## config.mk

```make
export PLATFORM = sky130hd
export DESIGN_NAME = smde_top
export DESIGN_NICKNAME = d
export VERILOG_FILES = /design/src/rtl/smde_top.v /design/src/rtl/smde_sync3.v /design/src/rtl/smde_mode_dec.v
export VERILOG_INCLUDE_DIRS = /design/src /design/src/rtl
export SDC_FILE = /design/constraint.sdc
export NUM_CORES = 1
export LEC_CHECK = 0
export BUFFER_PORTS_ARGS = -buffer_cell sky130_fd_sc_hd__buf_4
export CAP_MARGIN = 0
export CORE_ASPECT_RATIO = 0.7
export CORE_MARGIN = 3
export CORE_UTILIZATION = 34
export CTS_CLUSTER_DIAMETER = 50
export DETAILED_ROUTE_END_ITERATION = 10
export PLACE_DENSITY_LB_ADDON = 0.08
export SLEW_MARGIN = 20
export SYNTH_ARGS = -nofsm -noshare
export SYNTH_HDL_FRONTEND = slang
export SYNTH_HIERARCHICAL = 1
export SYNTH_SLANG_ARGS = --single-unit
```

## constraint.sdc

```tcl
create_clock -name ref_clk -period 1.8 [get_ports ref_clk]
set_clock_uncertainty 0.15 [all_clocks]
set_input_delay 0.09 -clock ref_clk [delete_from_list [all_inputs] [get_ports ref_clk]]
set_output_delay 0.09 -clock ref_clk [all_outputs]
set_load 0.005 [all_outputs]
```

## src/rtl/smde_consts.vh

```
// Constants shared by the servo mode, enable and direction front end.
`ifndef SMDE_CONSTS_VH
`define SMDE_CONSTS_VH

// Register byte offsets on the Avalon-MM slave.
`define SMDE_OFS_FUNC 5'h00
`define SMDE_OFS_INPUT 5'h04
`define SMDE_OFS_ACTIVE 5'h08
`define SMDE_OFS_STATUS 5'h0C

// Field positions inside the function and input-assignment parameters.
`define SMDE_DIR_BIT 0
`define SMDE_MODE_MSB 7
`define SMDE_MODE_LSB 4
`define SMDE_SRC_MSB 7
`define SMDE_SRC_LSB 4

// Reset values of the staged parameters before the store is loaded.
`define SMDE_FUNC_RST 16'h0000
`define SMDE_INPUT_RST 16'h0010

// Control-mode codes.
`define SMDE_MODE_SPEED 4'h0
`define SMDE_MODE_POS 4'h1
`define SMDE_MODE_TORQUE 4'h2
`define SMDE_MODE_PRESET 4'h3
`define SMDE_MODE_SW_PRE_SPD 4'h4
`define SMDE_MODE_SW_PRE_POS 4'h5
`define SMDE_MODE_SW_PRE_TRQ 4'h6
`define SMDE_MODE_SW_POS_SPD 4'h7
`define SMDE_MODE_SW_POS_TRQ 4'h8
`define SMDE_MODE_SW_TRQ_SPD 4'h9

// Enable source codes: 1..8 pick an input pin, 9 forces enable valid.
`define SMDE_SRC_FIRST 4'h1
`define SMDE_SRC_LAST 4'h8
`define SMDE_SRC_FORCED 4'h9

// Preset speed indices, zero meaning no preset selected.
`define SMDE_PRESET_NONE 2'h0
`define SMDE_PRESET_1 2'h1
`define SMDE_PRESET_2 2'h2
`define SMDE_PRESET_3 2'h3

`endif

```

## src/rtl/smde_top.v

```verilog
// Servo control front end: mode select, servo enable gating and direction.
//
// Contract
// (RULE1) Mode code 0 regulates speed from the analog speed command.
// (RULE2) Mode code 1 controls position from a pulse train count and rate.
// (RULE3) Mode code 2 controls torque from the analog torque command.
// (RULE4) Mode code 3 runs one of three preset speeds, analog command ignored.
// (RULE5) Further codes switch between combinations of the basic methods.
// (RULE6) Enable input low energizes the motor; high de-energizes it.
// (RULE7) Controller enables first, then starts or stops; never by enable.
// (RULE8) Enable source field picks the physical input; default input 1.
// (RULE9) Source code 9 forces servo enable asserted regardless of pin.
// (RULE10) Forced enable runs the drive as soon as power comes on.
// (RULE11) Forced enable disables alarm reset; only power cycle clears alarms.
// (RULE12) Parameter changes act only after the next power-up.
// (RULE13) Direction 0 makes forward counterclockwise; 1 makes it clockwise.
// (RULE14) Direction flips only motor rotation, never encoder or monitor outputs.
// (RULE15) Asynchronous enable and select inputs are synchronised before use.
// (RULE16) Mode, source and direction latch once after power-on reset.
//
// Implementation choices: the register offsets and the Avalon-MM slave port.
`include "smde_consts.vh"
`default_nettype none
module smde_top #(
  parameter NUM_IN = 8,
  parameter [15:0] FUNC_RST = `SMDE_FUNC_RST,
  parameter [15:0] INPUT_RST = `SMDE_INPUT_RST
) (
  // Clock and power-on reset
  input wire ref_clk,
  input wire rst,
  // Avalon-MM slave
  input wire [4:0] avs_address,
  input wire avs_read,
  input wire avs_write,
  input wire [31:0] avs_writedata,
  input wire [3:0] avs_byteenable,
  output reg [31:0] avs_readdata,
  output reg avs_waitrequest,
  // Nonvolatile parameter store, loaded at power-up and saved from outside
  input wire [15:0] nv_func_init,
  input wire [15:0] nv_input_init,
  output reg [15:0] nv_func_store,
  output reg [15:0] nv_input_store,
  // Connector inputs, active low, asynchronous
  input wire [NUM_IN-1:0] io_connector,
  input wire speed_select_a,
  input wire speed_select_b,
  input wire speed_select_c,
  input wire alarm_reset_n,
  // Internal logic on the same clock
  input wire alarm_event,
  input wire cmd_forward,
  input wire cmd_run,
  input wire encoder_a_in,
  input wire monitor_polarity_in,
  // Drive outputs
  output reg motor_energize,
  output reg motor_turn,
  output reg motor_cw,
  output reg speed_loop_en,
  output reg pos_loop_en,
  output reg torque_loop_en,
  output reg preset_speed_en,
  output reg [1:0] preset_index,
  output reg analog_cmd_used,
  output reg alarm_active,
  output reg encoder_divided_out_a,
  output reg monitor_polarity_out
);
  localparam [2:0] ST_LOAD = 3'b001;
  localparam [2:0] ST_OFF = 3'b010;
  localparam [2:0] ST_RUN = 3'b100;

  reg [2:0] state_q;
  reg [2:0] state_d;
  reg [3:0] mode_q;
  reg [3:0] src_q;
  reg dir_q;
  reg load_done_q;
  reg alarm_q;
  reg alarm_d;
  wire enable_n;
  reg [1:0] preset_d;
  reg [31:0] rdata_d;
  wire [NUM_IN-1:0] in_sync;
  wire [3:0] sel_sync;
  wire forced;
  wire bus_req;
  wire bus_take;
  wire speed_en;
  wire pos_en;
  wire torque_en;
  wire preset_en;

  // Picks the level of a connector input from a one-based source code.
  // An out-of-range code reads as inactive, so the motor stays off.
  function pick_pin;
    input [3:0] src;
    input [NUM_IN-1:0] pins;
    integer i;
    begin
      pick_pin = 1'b1;
      for (i = 0; i < NUM_IN; i = i + 1)
      begin
        if (src == i[3:0] + `SMDE_SRC_FIRST)
        begin
          pick_pin = pins[i];
        end
      end
    end
  endfunction

  // Byte-lane merge of a write into a 16-bit staged parameter.
  function [15:0] merge16;
    input [15:0] old;
    input [31:0] wdata;
    input [3:0] be;
    begin
      merge16 = {be[1] ? wdata[15:8] : old[15:8], be[0] ? wdata[7:0] : old[7:0]};
    end
  endfunction

  // (RULE15) Connector input synchronisers.
  smde_sync3 #(
    .W(NUM_IN),
    .RST_VAL({NUM_IN{1'b1}})
  ) u_sync_in (
    .ref_clk(ref_clk),
    .rst(rst),
    .async_in(io_connector),
    .sync_out(in_sync)
  );

  // (RULE15) Select and alarm reset synchronisers.
  smde_sync3 #(
    .W(4),
    .RST_VAL(4'hF)
  ) u_sync_sel (
    .ref_clk(ref_clk),
    .rst(rst),
    .async_in({alarm_reset_n, speed_select_c, speed_select_b, speed_select_a}),
    .sync_out(sel_sync)
  );

  // The first select input doubles as the switch in the switched modes.
  smde_mode_dec u_mode_dec (
    .mode(mode_q),
    .switch_n(sel_sync[0]),
    .speed_en(speed_en),
    .pos_en(pos_en),
    .torque_en(torque_en),
    .preset_en(preset_en)
  );

  // (RULE9) Source code 9 forces enable.
  assign forced = (src_q == `SMDE_SRC_FORCED);

  // (RULE8) Select the enable source pin.
  assign enable_n = forced ? 1'b0 : pick_pin(src_q, in_sync);

  // The bus answers one cycle after a request is seen; the write lands on
  // the edge at which waitrequest is sampled low.
  assign bus_req = avs_read | avs_write;
  assign bus_take = bus_req & ~avs_waitrequest;

  always @(posedge ref_clk)
  begin
    if (rst)
    begin
      avs_waitrequest <= 1'b1;
      avs_readdata <= 32'h00000000;
    end
    else
    begin
      avs_waitrequest <= ~(bus_req & avs_waitrequest);
      if (avs_read && avs_waitrequest)
      begin
        avs_readdata <= rdata_d;
      end
    end
  end

  always @*
  begin
    rdata_d = 32'h00000000;
    case (avs_address)
      `SMDE_OFS_FUNC: rdata_d[15:0] = nv_func_store;
      `SMDE_OFS_INPUT: rdata_d[15:0] = nv_input_store;
      `SMDE_OFS_ACTIVE:
      begin
        rdata_d[`SMDE_MODE_MSB:`SMDE_MODE_LSB] = mode_q;
        rdata_d[`SMDE_DIR_BIT] = dir_q;
        rdata_d[11:8] = src_q;
      end
      `SMDE_OFS_STATUS:
      begin
        rdata_d[2:0] = state_q;
        rdata_d[3] = alarm_q;
        rdata_d[4] = forced;
        rdata_d[5] = ~enable_n;
        rdata_d[9:8] = preset_index;
        rdata_d[12] = speed_loop_en;
        rdata_d[13] = pos_loop_en;
        rdata_d[14] = torque_loop_en;
        rdata_d[15] = preset_speed_en;
      end
      default: rdata_d = 32'h00000000;
    endcase
  end

  // Staged parameters: software edits these, the outside store saves them.
  // (RULE16) Active settings latch once, with the store load.
  // (RULE12) Later writes wait for power-up.
  always @(posedge ref_clk)
  begin
    if (rst)
    begin
      nv_func_store <= FUNC_RST;
      nv_input_store <= INPUT_RST;
      load_done_q <= 1'b0;
      mode_q <= FUNC_RST[`SMDE_MODE_MSB:`SMDE_MODE_LSB];
      dir_q <= FUNC_RST[`SMDE_DIR_BIT];
      src_q <= INPUT_RST[`SMDE_SRC_MSB:`SMDE_SRC_LSB];
    end
    else if (!load_done_q)
    begin
      nv_func_store <= nv_func_init;
      nv_input_store <= nv_input_init;
      load_done_q <= 1'b1;
      mode_q <= nv_func_init[`SMDE_MODE_MSB:`SMDE_MODE_LSB];
      dir_q <= nv_func_init[`SMDE_DIR_BIT];
      src_q <= nv_input_init[`SMDE_SRC_MSB:`SMDE_SRC_LSB];
    end
    else if (bus_take && avs_write)
    begin
      if (avs_address == `SMDE_OFS_FUNC)
      begin
        nv_func_store <= merge16(nv_func_store, avs_writedata, avs_byteenable);
      end
      if (avs_address == `SMDE_OFS_INPUT)
      begin
        nv_input_store <= merge16(nv_input_store, avs_writedata, avs_byteenable);
      end
    end
  end

  // Alarm is sticky; a new event in the clear cycle wins.
  always @*
  begin
    alarm_d = alarm_q;
    // (RULE11) Alarm reset ignored when forced.
    if (!sel_sync[3] && !forced && state_q != ST_LOAD)
    begin
      alarm_d = 1'b0;
    end
    if (alarm_event)
    begin
      alarm_d = 1'b1;
    end
  end

  // Servo state machine.
  always @*
  begin
    state_d = state_q;
    case (state_q)
      ST_LOAD: state_d = ST_OFF;
      ST_OFF:
      begin
        // (RULE6) Low enable turns servo on.
        // (RULE10) Forced enable runs at once.
        if (!enable_n && !alarm_d)
        begin
          state_d = ST_RUN;
        end
      end
      ST_RUN:
      begin
        // (RULE6) High enable turns servo off.
        if (enable_n || alarm_d)
        begin
          state_d = ST_OFF;
        end
      end
      default: state_d = ST_OFF;
    endcase
  end

  always @(posedge ref_clk)
  begin
    if (rst)
    begin
      state_q <= ST_LOAD;
      alarm_q <= 1'b0;
    end
    else
    begin
      state_q <= state_d;
      alarm_q <= alarm_d;
    end
  end

  // (RULE4) Preset picked by select inputs, first has priority.
  always @*
  begin
    preset_d = `SMDE_PRESET_NONE;
    if (!sel_sync[0] && mode_q == `SMDE_MODE_PRESET)
    begin
      preset_d = `SMDE_PRESET_1;
    end
    else if (!sel_sync[1])
    begin
      preset_d = `SMDE_PRESET_2;
    end
    else if (!sel_sync[2])
    begin
      preset_d = `SMDE_PRESET_3;
    end
  end

  // Registered drive outputs.
  always @(posedge ref_clk)
  begin
    if (rst)
    begin
      motor_energize <= 1'b0;
      motor_turn <= 1'b0;
      motor_cw <= 1'b0;
      speed_loop_en <= 1'b0;
      pos_loop_en <= 1'b0;
      torque_loop_en <= 1'b0;
      preset_speed_en <= 1'b0;
      preset_index <= `SMDE_PRESET_NONE;
      analog_cmd_used <= 1'b0;
      alarm_active <= 1'b0;
      encoder_divided_out_a <= 1'b0;
      monitor_polarity_out <= 1'b0;
    end
    else
    begin
      // (RULE6) Energize only in run state.
      motor_energize <= (state_d == ST_RUN);
      // (RULE7) Start and stop act only while energized.
      motor_turn <= (state_d == ST_RUN) && cmd_run;
      // (RULE13) Direction bit sets rotation.
      motor_cw <= cmd_forward ? dir_q : ~dir_q;
      // (RULE1) Speed loop enable.
      speed_loop_en <= (state_d == ST_RUN) && speed_en;
      // (RULE2) Position loop enable.
      pos_loop_en <= (state_d == ST_RUN) && pos_en;
      // (RULE3) Torque loop enable.
      torque_loop_en <= (state_d == ST_RUN) && torque_en;
      // (RULE4) Preset speed enable.
      preset_speed_en <= (state_d == ST_RUN) && preset_en;
      preset_index <= preset_en ? preset_d : `SMDE_PRESET_NONE;
      // (RULE4) Analog command unused for presets.
      analog_cmd_used <= (speed_en | torque_en) & ~preset_en;
      alarm_active <= alarm_d;
      // (RULE14) Encoder and monitor pass unchanged.
      encoder_divided_out_a <= encoder_a_in;
      monitor_polarity_out <= monitor_polarity_in;
    end
  end
endmodule // smde_top
`default_nettype wire

```

## src/rtl/smde_sync3.v

```verilog
// Three-stage input synchroniser that accepts a change once stages two and three agree.
`default_nettype none
module smde_sync3 #(
  parameter W = 1,
  parameter [W-1:0] RST_VAL = {W{1'b1}}
) (
  // Clock and reset
  input wire ref_clk,
  input wire rst,
  // Data
  input wire [W-1:0] async_in,
  output reg [W-1:0] sync_out
);
  reg [W-1:0] s1_q;
  reg [W-1:0] s2_q;
  reg [W-1:0] s3_q;
  wire [W-1:0] agree;

  assign agree = ~(s2_q ^ s3_q);

  always @(posedge ref_clk)
  begin
    if (rst)
    begin
      s1_q <= RST_VAL;
      s2_q <= RST_VAL;
      s3_q <= RST_VAL;
      sync_out <= RST_VAL;
    end
    else
    begin
      s1_q <= async_in;
      s2_q <= s1_q;
      s3_q <= s2_q;
      sync_out <= (s3_q & agree) | (sync_out & ~agree);
    end
  end
endmodule // smde_sync3
`default_nettype wire

```

## src/rtl/smde_mode_dec.v

```verilog
// Decoder from the latched control-mode code to the loop enables.
`include "smde_consts.vh"
`default_nettype none
module smde_mode_dec (
  // Mode code and switch input (low selects the second method)
  input wire [3:0] mode,
  input wire switch_n,
  // Loop enables
  output reg speed_en,
  output reg pos_en,
  output reg torque_en,
  output reg preset_en
);
  always @*
  begin
    speed_en = 1'b0;
    pos_en = 1'b0;
    torque_en = 1'b0;
    preset_en = 1'b0;
    case (mode)
      // (RULE1) Analog speed mode.
      `SMDE_MODE_SPEED: speed_en = 1'b1;
      // (RULE2) Pulse-train position mode.
      `SMDE_MODE_POS: pos_en = 1'b1;
      // (RULE3) Analog torque mode.
      `SMDE_MODE_TORQUE: torque_en = 1'b1;
      // (RULE4) Internal preset speeds.
      `SMDE_MODE_PRESET: preset_en = 1'b1;
      // (RULE5) Switched combinations.
      `SMDE_MODE_SW_PRE_SPD:
      begin
        preset_en = switch_n;
        speed_en = ~switch_n;
      end
      `SMDE_MODE_SW_PRE_POS:
      begin
        preset_en = switch_n;
        pos_en = ~switch_n;
      end
      `SMDE_MODE_SW_PRE_TRQ:
      begin
        preset_en = switch_n;
        torque_en = ~switch_n;
      end
      `SMDE_MODE_SW_POS_SPD:
      begin
        pos_en = switch_n;
        speed_en = ~switch_n;
      end
      `SMDE_MODE_SW_POS_TRQ:
      begin
        pos_en = switch_n;
        torque_en = ~switch_n;
      end
      `SMDE_MODE_SW_TRQ_SPD:
      begin
        torque_en = switch_n;
        speed_en = ~switch_n;
      end
      default:
      begin
        speed_en = 1'b0;
      end
    endcase
  end
endmodule // smde_mode_dec
`default_nettype wire

```

==> run summary <==
power density of the placed cells: 891 nW/µm²
clock slew at reported path FFs: 0.05 ns
Worst Tran Pin Value: 0.551 ns
Worst VDD drop: 0.630 mV
RSZ-0062 raised after global routing: true
Hold Path Class: primary input to register
Post-synth EDFFs: 0
Core ar.: 14300 µm²
Final setup viols: 6
Initial Util: 35.7%
initial antenna violation count: 0
GRT overflow: 0
CTS buffer count: 17
crit path kind: register to register
first-pass GRT wire length: 23700 µm
Antenna Nets Post-Route: 0
Net Sw Frac: 23.5%
start of the worst register-to-register path: src_q[0]
IO Port Bufs: 137
fraction of layout cells with a size suffix above 1: 31.3%
CTS tree: built
most frequent cell after synthesis: dfxtp_1
crit path time final: 1.85 ns
die footprint: 16600 µm²
placed cells: 833
failing checks: setup timing
critical path endpoint: torque_loop_en
Pleak: 3.48 nW
switching power: 0.00166 W
num ports: 172
DR vias: 4614
Place WS: -0.130 ns
worst-path fanout max: 5
Final period util: 103%
postcts setup bufs: 0
Synth top area share: 48.2%
Max Slew Vio Count: 0
leading cell types by total area after synthesis: dfxtp_1 48%, mux2i_1 10%, nor2_1 5.5%, or2_1 4.4%, a211oi_1 4.3%
DP Wirelength: 11000 µm
GR Util All Layers: 18.5%
Crit path arrival time: 2.05 ns
outcome: complete, but fails checks
die width: 153 µm
post-synthesis instance total: 495
Sink Count: 123
DR WL/cell: 16.2 µm
placed cell area: 6510 µm²
critical path startpoint category: register
register-to-register setup slack: -0.05 ns
largest net degree at the start of global routing: 40
Mean Syn Cell Area: 10.3 µm²
final hold vios: 0
CTS max path bufs: 2
Final Wtd Congestion: 0.806
# rows: 36
Clk network pwr share: 45.1%
H-tree Lvls: 4
CP Launch Point: src_q[0]
area grow syn2layout: 55.5%
Final Cell Area: 7940 µm²
Synth Flop Type: dfxtp_1
first-pass detailed-route iteration total: 5
Synth Cell Area: 5110 µm²
Worst Setup End Kind: register
R2R Path End: torque_loop_en
register area share after synthesis: 48.2%
Vias/cell: 4.88
root buffer cell: clkbuf_16
Die Y: 109 µm
detailed-route DRC error count: 0
Synth cell types: 55
Req. time, crit path: 2.00 ns
Setup TNS: -0.179 ns
initial DRC count: 254
Layout Cells excl Fill: 945
clock latency on the worst-skew pair: 0.41 ns
part of the power in registers: 41.5%
fin worst setup slack: -0.0481 ns
Yosys reg bits: 123
Yosys warning total: 6
Fmax achieved: 541 MHz
Synth async-reset ratio: 0%
MaxCap Viol Count: 0
Routed WL: 15300 µm
Cell Int Power: 0.00541 W
Comb power frac: 13.3%
vias in the first global route: 4379
Worst R2R Path Depth: 4
max_slew headroom: 63.3%
Commonest cells post-synth: 123 x dfxtp_1, 75 x nor2_1, 51 x mux2i_1, 36 x or2_1, 29 x a211oi_1
final net count: 836
cell accounting for the most synthesized area: dfxtp_1
-- layout by cell type (no fill, tap or decap), drive strengths merged, types with 4 or more instances in the layout --
master	instances
clkinv	5
o21bai	12
a21oi	22
o21ai	4
nor2	75
nor3	5
inv	4
nor2b	6
dlygate4sd3	80
clkbuf	24
and4	4
mux2i	51
or2	38
mux4	5
a211oi	33
buf	176
a22oi	16
o2bb2ai	11
conb	16
dfxtp	123
nand2	6
-- what timing repair did --
action | 4_1_cts | 5_1_grt
hold endpoints to repair | 69 | 0
resized for setup | 3 | 10
pin swaps | 2 | 7
hold buffers | 80 | 0
cloned | 0 | 0
setup endpoints to repair | 9 | 10
-- flip-flops by register name, summed over array words and instances (netlist names), 2 cells and up, named ones only --
name	count
avs_readdata	16
mode_q	4
nv_func_store	16
nv_input_store	16
preset_index	2
src_q	4
state_q	3
u_sync_in/s1_q	8
u_sync_in/s2_q	8
u_sync_in/s3_q	8
u_sync_sel/s1_q	4
u_sync_sel/s2_q	4
u_sync_sel/s3_q	4
-- power groups by stage --
stage	clock network [W]	logic (W)	registers [W]
floorplan	0	0.000399	0.00298
global route	0.00337	0.00103	0.00295
finish	0.00319	0.000944	0.00294
detailed placement	0	0.000780	0.00299
CTS	0.00327	0.000932	0.00294
global placement	0	0.000768	0.00299
-- per-stage QoR --
| stage | hold WS [ns] | utilization (%) | total power (W) |
|---|---|---|---|
| after floorplan | 0.0304 | - | 0.00338 |
| after global placement | 0.119 | 45.4 | 0.00376 |
| after detailed placement | 0.123 | 45.4 | 0.00377 |
| after CTS | 0.0103 | 55.0 | 0.00713 |
| after global routing | 0.0304 | 55.4 | 0.00735 |
| final | 0.0420 | 55.5 | 0.00707 |
-- routing by layer --
layer  track usage, %  part of all wire (%)  vias up
li1                 -                     -     2244
met4             6.04                   1.4        0
met3             4.40                   6.8       21
met1             25.9                    48     2186
met5                0                     0        -
met2             28.2                    44      163
-- kinds of logic (layout without fill, tap and decap cells) --
group	count (synthesis)	after routing	synth area share, %
muxes	58	58	12.6
AOI/OAI and AO/OA	113	113	17.8
DFF	123	123	48.2
buffers and inverters	48	292	5.88
and+or+nand+nor	150	150	15.1
other	1	17	0.0734
xor gates and xnor gates	2	2	0.343
-- final cells by class --
class | count | area (µm²)
Antenna cell | 1 | 2.50
Clock buffer | 24 | 492
Clock inverter | 7 | 65.1
Fill cell | 1256 | 6380
Inverter | 5 | 18.8
Multi-Input combinational cell | 339 | 2480
Sequential cell | 123 | 2460
Tap cell | 190 | 238
Timing Repair Buffer | 256 | 2180
-- critical path, cell delays in order, from the launching register on --
cell,delay [ns]
dfxtp_2,0.33
mux4_2,0.52
or3b_4,0.44
o311ai_4,0.12
and4_1,0.23
-- worst min path at each step --
stage	start	endpoint	slack, ns	cells after the start
final	nv_input_init[4]	src_q[0]	0.04	3
after global routing	nv_input_init[4]	src_q[0]	0.03	3
after CTS	nv_input_init[4]	src_q[0]	0.01	3
after detailed placement	io_connector[4]	u_sync_in/s1_q[4]	0.12	2
after global placement	io_connector[5]	u_sync_in/s1_q[5]	0.12	2
after floorplan	rst	state_q[0]	0.03	1
No activity file was read; power rests on OpenSTA's default activity.
